$ cat config.mk
export PLATFORM = sky130hd
export DESIGN_NAME = ilo_addr_gen
export DESIGN_NICKNAME = d
export VERILOG_FILES = /design/src/ilo_addr_gen.v
export VERILOG_INCLUDE_DIRS = /design/src
export SDC_FILE = /design/constraint.sdc
export NUM_CORES = 1
export LEC_CHECK = 0
export CORE_UTILIZATION = 36
export DETAILED_ROUTE_END_ITERATION = 10
export DONT_BUFFER_PORTS = 1
export GPL_ROUTABILITY_DRIVEN = 0
export GPL_TIMING_DRIVEN = 0
export MAX_ROUTING_LAYER = met4
export SLEW_MARGIN = 20
export SYNTH_ARGS = -nofsm -noshare
export SYNTH_HDL_FRONTEND = slang
export SYNTH_SLANG_ARGS = --single-unit
export TNS_END_PERCENT = 100
$ cat constraint.sdc
create_clock -name pclk -period 1.65 [get_ports pclk]
set_input_delay 0.2475 -clock pclk [delete_from_list [all_inputs] [get_ports pclk]]
set_output_delay 0.2475 -clock pclk [all_outputs]
set_load 0.01 [all_outputs]
$ cat src/ilo_regs.vh
// Constants for the data-memory address generator: opcode fields, address ranges
// and the APB register map. Assumes a 12-bit data memory and 16-bit opcodes.
`ifndef ILO_REGS_VH
`define ILO_REGS_VH
// ****************************************
// Opcode fields
// ****************************************
`define ILO_F_MSB 7
`define ILO_A_BIT 8
`define ILO_D_BIT 9
// ****************************************
// Address ranges
// ****************************************
`define ILO_ACCESS_SPLIT 8'h60
`define ILO_BANK15 4'hf
`define ILO_BANK0 4'h0
// ****************************************
// Operand classes from decode
// ****************************************
`define ILO_CLS_NONE 2'h0
`define ILO_CLS_FILE 2'h1
`define ILO_CLS_INDIRECT 2'h2
// ****************************************
// Indirect pointer select codes
// ****************************************
`define ILO_SEL_PTR0 2'h0
`define ILO_SEL_PTR1 2'h1
// ****************************************
// Register fields
// ****************************************
`define ILO_CTRL_EXT_BIT 0
`define ILO_BANK_MSB 3
// ****************************************
// Address modes reported
// ****************************************
`define ILO_MODE_NONE 3'h0
`define ILO_MODE_BANKED 3'h1
`define ILO_MODE_FORCED 3'h2
`define ILO_MODE_INDEXED 3'h3
`define ILO_MODE_INDIRECT 3'h4
// ****************************************
// APB register map
// ****************************************
`define ILO_REG_CTRL 12'h000
`define ILO_REG_BANK 12'h004
`define ILO_REG_PTR0 12'h008
`define ILO_REG_PTR1 12'h00c
`define ILO_REG_PTR2 12'h010
`define ILO_REG_STAT 12'h014
`define ILO_REG_COUNT 12'h018
`endif

$ cat src/ilo_addr_gen.v
// Data-memory address generator for byte- and bit-oriented instructions.
// Assumes the decode stage presents one opcode per cycle with a valid strobe
// and that software sets up mode, bank and pointers over APB.
// Function
// - Indexed mode only when extended set enabled.
// - a=0 and f<=5Fh selects indexed mode.
// - Indexed address is pointer two plus f.
// - a=0, f>=60h maps to F60h..FFFh.
// - Forced mode reaches 000h..05Fh only for low access without extended set.
// - a=1 uses bank select with f.
// - Offsets 00h-5Fh form window at pointer.
// - Without extended set, low access hits bank 0.
// - Indirect operands stay standard indirect addressing.
// - Pointers zero and one unchanged by mode.
// - Inherent and literal instructions bypass generation.
// - Memory size and register map unchanged.
// - Bank select works as in legacy mode.
// - f bits 7:0, a bit 8, d bit 9.
// - Banked address is bank concatenated with f.
// - Pointers hold 12 bits; upper nibble ignored.
//
// The APB slave port and the address map were decided locally.
`timescale 1ns/1ps
`include "ilo_regs.vh"
module ilo_addr_gen #(
  parameter AW = 12
) (
  input wire pclk,
  input wire presetn,
  input wire psel,
  input wire penable,
  input wire pwrite,
  input wire [11:0] paddr,
  input wire [31:0] pwdata,
  output reg [31:0] prdata,
  output reg pready,
  output reg pslverr,
  input wire op_valid,
  input wire [15:0] opcode,
  input wire [1:0] op_class,
  input wire [1:0] indirect_sel,
  output reg addr_valid,
  output reg [AW-1:0] data_addr,
  output reg dest_file,
  output reg [2:0] addr_mode
);
  // ****************************************
  // Registers
  // ****************************************
  reg extended_set_enable_q;
  reg [3:0] bank_select_value_q;
  reg [AW-1:0] pointer_pair_zero_q;
  reg [AW-1:0] pointer_pair_one_q;
  reg [AW-1:0] frame_pointer_two_q;
  reg [15:0] count_q;

  // ****************************************
  // Bus handshake
  // ****************************************
  wire setup_phase;
  wire wr_en;
  assign setup_phase = psel & ~penable;
  assign wr_en = psel & penable & pwrite & pready;

  // The slave answers in the first access cycle, so pready rises with penable.
  // A fixed zero-wait answer keeps the master simple; no register needs more time.
  always @(posedge pclk or negedge presetn) begin
    if (!presetn) begin
      pready <= 1'b0;
    end else begin
      pready <= setup_phase;
    end
  end

  // ****************************************
  // Register write decode
  // ****************************************
  wire wr_ctrl;
  wire wr_bank;
  wire wr_ptr0;
  wire wr_ptr1;
  wire wr_ptr2;
  assign wr_ctrl = wr_en & (paddr == `ILO_REG_CTRL);
  assign wr_bank = wr_en & (paddr == `ILO_REG_BANK);
  assign wr_ptr0 = wr_en & (paddr == `ILO_REG_PTR0);
  assign wr_ptr1 = wr_en & (paddr == `ILO_REG_PTR1);
  assign wr_ptr2 = wr_en & (paddr == `ILO_REG_PTR2);

  // ****************************************
  // Mode and bank registers
  // ****************************************
  // The mode bit stands in for a configuration fuse, so software may change it at run time.
  always @(posedge pclk or negedge presetn) begin
    if (!presetn) begin
      extended_set_enable_q <= 1'b0;
    end else if (wr_ctrl) begin
      extended_set_enable_q <= pwdata[`ILO_CTRL_EXT_BIT];
    end
  end

  always @(posedge pclk or negedge presetn) begin
    if (!presetn) begin
      bank_select_value_q <= 4'h0;
    end else if (wr_bank) begin
      bank_select_value_q <= pwdata[`ILO_BANK_MSB:0];
    end
  end

  // ****************************************
  // Pointer registers
  // ****************************************
  // Only the low AW bits are kept; the upper bits of each word read back as zero.
  always @(posedge pclk or negedge presetn) begin
    if (!presetn) begin
      pointer_pair_zero_q <= {AW{1'b0}};
    end else if (wr_ptr0) begin
      pointer_pair_zero_q <= pwdata[AW-1:0];
    end
  end

  always @(posedge pclk or negedge presetn) begin
    if (!presetn) begin
      pointer_pair_one_q <= {AW{1'b0}};
    end else if (wr_ptr1) begin
      pointer_pair_one_q <= pwdata[AW-1:0];
    end
  end

  always @(posedge pclk or negedge presetn) begin
    if (!presetn) begin
      frame_pointer_two_q <= {AW{1'b0}};
    end else if (wr_ptr2) begin
      frame_pointer_two_q <= pwdata[AW-1:0];
    end
  end

  // ****************************************
  // Read side and unmapped answer
  // ****************************************
  // The status word shows the last result; its valid bit is only a one-cycle pulse.
  wire [31:0] status_word;
  assign status_word = {25'h0, addr_mode, 3'h0, addr_valid};
  reg [31:0] rdata_d;
  reg mapped_d;
  always @* begin
    rdata_d = 32'h0;
    mapped_d = 1'b1;
    case (paddr)
      `ILO_REG_CTRL: rdata_d = {31'h0, extended_set_enable_q};
      `ILO_REG_BANK: rdata_d = {28'h0, bank_select_value_q};
      `ILO_REG_PTR0: rdata_d = {{(32-AW){1'b0}}, pointer_pair_zero_q};
      `ILO_REG_PTR1: rdata_d = {{(32-AW){1'b0}}, pointer_pair_one_q};
      `ILO_REG_PTR2: rdata_d = {{(32-AW){1'b0}}, frame_pointer_two_q};
      `ILO_REG_STAT: rdata_d = status_word;
      `ILO_REG_COUNT: rdata_d = {16'h0, count_q};
      default: mapped_d = 1'b0;
    endcase
  end

  // Read data is captured in the setup cycle, so it stands through the access cycle.
  always @(posedge pclk or negedge presetn) begin
    if (!presetn) begin
      prdata <= 32'h0;
    end else if (setup_phase) begin
      prdata <= rdata_d;
    end
  end

  // An unmapped address answers with an error but is otherwise ignored.
  always @(posedge pclk or negedge presetn) begin
    if (!presetn) begin
      pslverr <= 1'b0;
    end else if (setup_phase) begin
      pslverr <= ~mapped_d;
    end else if (pready) begin
      pslverr <= 1'b0;
    end
  end

  // ****************************************
  // Opcode fields
  // ****************************************
  wire [7:0] f_field;
  wire a_bit;
  wire d_bit;
  wire cls_file;
  wire cls_indirect;
  wire access_high;
  assign f_field = opcode[`ILO_F_MSB:0];
  assign a_bit = opcode[`ILO_A_BIT];
  assign d_bit = opcode[`ILO_D_BIT];
  assign cls_file = (op_class == `ILO_CLS_FILE);
  assign cls_indirect = (op_class == `ILO_CLS_INDIRECT);
  assign access_high = (f_field >= `ILO_ACCESS_SPLIT);

  // ****************************************
  // Candidate addresses
  // ****************************************
  wire [AW-1:0] banked_addr;
  wire [AW-1:0] forced_addr;
  wire [AW-1:0] legacy_low_addr;
  wire [AW-1:0] indexed_addr;
  // The bank register works the same in both modes.
  assign banked_addr = {bank_select_value_q, f_field};
  // Forced access with f at 60h or above lands in bank 15; low forced access without extended set uses bank 0.
  assign forced_addr = {`ILO_BANK15, f_field};
  assign legacy_low_addr = {`ILO_BANK0, f_field};
  // Truncation lets the window wrap past the top of memory.
  assign indexed_addr = frame_pointer_two_q + {{(AW-8){1'b0}}, f_field};

  // ****************************************
  // Indirect pointer select
  // ****************************************
  reg [AW-1:0] ind_ptr;
  // Indirect operands ignore the extended mode entirely.
  always @* begin
    ind_ptr = frame_pointer_two_q;
    case (indirect_sel)
      `ILO_SEL_PTR0: ind_ptr = pointer_pair_zero_q;
      `ILO_SEL_PTR1: ind_ptr = pointer_pair_one_q;
      default: ind_ptr = frame_pointer_two_q;
    endcase
  end

  // ****************************************
  // Address select
  // ****************************************
  // The access bit decides first, then the split of the access range, then the mode bit.
  reg [AW-1:0] addr_d;
  reg [2:0] mode_d;
  always @* begin
    addr_d = {AW{1'b0}};
    mode_d = `ILO_MODE_NONE;
    case (op_class)
      `ILO_CLS_FILE: begin
        if (a_bit) begin
          addr_d = banked_addr;
          mode_d = `ILO_MODE_BANKED;
        end else if (access_high) begin
          addr_d = forced_addr;
          mode_d = `ILO_MODE_FORCED;
        end else if (extended_set_enable_q) begin
          addr_d = indexed_addr;
          mode_d = `ILO_MODE_INDEXED;
        end else begin
          addr_d = legacy_low_addr;
          mode_d = `ILO_MODE_FORCED;
        end
      end
      `ILO_CLS_INDIRECT: begin
        addr_d = ind_ptr;
        mode_d = `ILO_MODE_INDIRECT;
      end
      default: begin
        mode_d = `ILO_MODE_NONE;
      end
    endcase
  end

  // ****************************************
  // Result registers
  // ****************************************
  // The unused class code is no operand class, so it must not raise the strobe.
  always @(posedge pclk or negedge presetn) begin
    if (!presetn) begin
      addr_valid <= 1'b0;
    end else begin
      addr_valid <= op_valid & (cls_file | cls_indirect);
    end
  end

  // Address, destination and mode hold until the next opcode.
  always @(posedge pclk or negedge presetn) begin
    if (!presetn) begin
      data_addr <= {AW{1'b0}};
    end else if (op_valid) begin
      data_addr <= addr_d;
    end
  end

  always @(posedge pclk or negedge presetn) begin
    if (!presetn) begin
      dest_file <= 1'b0;
    end else if (op_valid) begin
      dest_file <= d_bit & cls_file;
    end
  end

  always @(posedge pclk or negedge presetn) begin
    if (!presetn) begin
      addr_mode <= `ILO_MODE_NONE;
    end else if (op_valid) begin
      addr_mode <= mode_d;
    end
  end

  // ****************************************
  // Indexed-mode counter
  // ****************************************
  // It wraps silently; software reads it only as a usage figure.
  always @(posedge pclk or negedge presetn) begin
    if (!presetn) begin
      count_q <= 16'h0;
    end else if (op_valid & (mode_d == `ILO_MODE_INDEXED)) begin
      count_q <= count_q + 16'h1;
    end
  end
endmodule // ilo_addr_gen

==> results.ini <==
[run_status]
outcome = finished, violations left
violations = hold timing, setup timing

[placement]
dpl.cell_count = 677
dp_hpwl_um = 10700
place.port_buffers = 0
postPlaceCellArea_um2 = 5495
dp_slack_ns = -0.5667

[cts]
cts_made_buffers = 9
clock-sinks = 92
cts-htree-levels = 3
clock_latency_ns = 0.35
clk_pin_slew_ns = 0.08
clk_path_buf_depth = 2
cts_tree = done
root_buffer = clkbuf_16

[drt]
top_layer_used = met4
wl_met1_um = 6249
avgRoutedWirePerCell_um = 20.79
wl_met3_um = 919
vias = 3958
drt_iter0_markers = 210
postRouteWirelength_um = 14910
drc_errors = 0
via_per_inst = 5.520
dr.pass1.iters = 4
dr_wl_met2_um = 7132
ant_nets = 0

[floorplan]
std_cell_rows = 43
coreArea_um2 = 13930
die_w_um = 121.7
start_util = 0.3703
die_height_um = 121.7
ioPinCount = 121
dieArea_um2 = 14820

[synth]
dominantRegCellSynth = dfrtp_1
synth_area_per_cell_um2 = 10.71
syn_inst = 482
synth-edff-count = 0
async_flop_share = 1.000
ys_seq_area_frac = 0.4462
yosys_register_bits = 92
yosys_warnings = 0
ys_types = 57
syn_area_um2 = 5160

[critical_path]
critPathCaptureType = flop
r2r_start = pready
path_class = reg -> reg
reg2regPathDepth = 5
startpoint_type = flop
cp_max_fo = 10
r2r_setup_slack_ns = -0.25
r2r_end = pointer_pair_zero_q[7]
required_ns = 1.89
cp.arrival_ns = 2.13

[layout]
instances_no_fill = 717
fin_nets = 614
drive_above_1_share = 0.3073
area_delta_synth_final_pct = 22.60
post-route-util = 0.4540
finalInstanceArea_um2 = 6326
num_antenna_cells = 0

[global_route]
grt_overflow = 0
grt_max_degree = 93
grt_pass1_vias = 4010
grt_antenna_before_repair = 0
grt_pass1_wl_um = 22960
grt_usage = 0.2163

[timing]
finalHoldViolCount = 92
fmax_mhz = 527.6
finalWorstSetupSlack_ns = -0.2455
layout_worst_path_cycle_share = 1.149
rsz0062_at_grt = yes
setup_viol = 45
holdWs_ns = -0.4192
worst_clock_skew_ns = 0.008870
drv_slew = 0
min_period_ns = 1.896
slew_headroom = 0.5719
worst_pin_slew_ns = 0.6379

[power]
p_per_area_nw_per_um2 = 745.9
p_leak_nw = 2.950
vdd_drop_max_mv = 0.5363

[worst_hold_path]
min_path_type = in -> async

[job]
cap_violations = 0

==> registers in the layout, summed over array words and instances (netlist names) <==
signal / cells
pointer_pair_one_q: 12
addr_mode: 3
frame_pointer_two_q: 12
pslverr: 1
bank_select_value_q: 4
addr_valid: 1
count_q: 16
extended_set_enable_q: 1
pready: 1
data_addr: 12
prdata: 16
dest_file: 1
pointer_pair_zero_q: 12
==> layout make-up <==
class / instances / area, um^2
fillers: 1273 / 7609
multi-input cells: 357 / 3013
flip-flops and latches: 92 / 2312
plain buffers: 34 / 226.5
clock buffers: 9 / 225.2
well taps: 180 / 225.2
repair buffers: 25 / 210.2
clock inverters: 7 / 65.06
inverters: 13 / 48.80
==> worst max-delay path, stage by stage, from the launching register on <==
cell	delay, ns
dfrtp_2	0.42
nand4_1	0.14
or2_4	0.29
or4_4	0.46
buf_12	0.18
mux2_4	0.29
==> cell usage after synthesis, types with 8 or more instances <==
cell type / instances / area share
a21oi_1: 20 / 0.019
a22o_1: 8 / 0.014
buf_4: 17 / 0.025
clkbuf_1: 14 / 0.010
dfrtp_1: 92 / 0.45
ha_1: 11 / 0.027
inv_1: 12 / 0.0087
mux2_2: 42 / 0.092
mux2_4: 10 / 0.029
mux2i_1: 27 / 0.052
nand2_1: 40 / 0.029
nand2b_1: 8 / 0.0097
nand3_1: 12 / 0.012
nand4_1: 9 / 0.011
nor2_1: 22 / 0.016
nor2b_1: 8 / 0.0097
o211ai_1: 8 / 0.012
o21ai_0: 28 / 0.027
xnor2_1: 14 / 0.024
xor2_1: 10 / 0.017
==> worst max-delay path by stage <==
| stage | end | slack [ns] | cells past startpoint | from |
|---|---|---|---|---|
| CTS | pointer_pair_one_q[8] | -0.26 | 6 | pready |
| global placement | frame_pointer_two_q[6] | -0.54 | 5 | pready |
| floorplan | pointer_pair_zero_q[0] | -0.18 | 6 | paddr[5] |
| finish | pointer_pair_zero_q[7] | -0.25 | 5 | pready |
| detailed placement | frame_pointer_two_q[1] | -0.57 | 5 | pready |
| global route | frame_pointer_two_q[1] | -0.33 | 6 | pready |
==> power by group <==
part	internal [mW]	leakage [nW]	switching (mW)
Clock	1.06	0.140	1.01
Sequential	2.28	1.26	0.0444
Combinational	0.137	1.55	0.186
==> metal layers <==
layer  up-vias  track usage
met5         -            -
met4         0      0.09645
met3        35      0.05478
met2       125       0.3303
met1      1965       0.2699
li1       1833            -
==> what timing repair did <==
item,4_1_cts,5_1_grt
resized for setup,57,30
setup endpoints to repair,68,67
endpoints found under the hold margin,92,92
pin swaps,15,7
gates cloned,2,0
buffers inserted,20,3
==> through the flow <==
stage | TNS (ns) | total power, mW
2_1_floorplan | -5.059 | 2.586
3_3_place_gp | -30.20 | 2.655
3_5_place_dp | -31.67 | 2.660
4_1_cts | -9.050 | 4.745
5_1_grt | -11.77 | 4.878
6_report | -8.472 | 4.719
==> cells by family after synthesis <==
kind of cell / count (synthesis) / share of synthesized area
compound gates: 102 / 0.1309
mux: 80 / 0.1775
fa+ha+maj: 12 / 0.03055
other cells: 1 / 0.0007268
buf+inv: 48 / 0.04946
xor+xnor: 24 / 0.04074
flops: 92 / 0.4462
simple gates: 123 / 0.1239
==> cells in the final DEF (no fill, tap or decap), types with 3 or more instances in the layout <==
cell type,n
inv_1,12
nor2_1,20
a21oi_1,17
clkbuf_1,9
nor3_4,3
a222oi_1,3
conb_1,16
ha_4,8
xor2_1,10
clkbuf_16,9
buf_4,35
o211ai_1,8
a31oi_1,5
nand2b_1,8
dfrtp_1,84
o21ai_1,4
mux2i_1,27
clkbuf_2,4
mux2_2,21
nand4_1,9
dfrtp_2,8
a22o_1,8
nand3_1,10
xnor2_1,14
mux2_4,31
buf_6,8
o21ai_0,23
nor2b_1,7
a32oi_1,4
o22ai_1,3
and3_1,6
nand2_1,39
(Power assumes the default switching activity.)
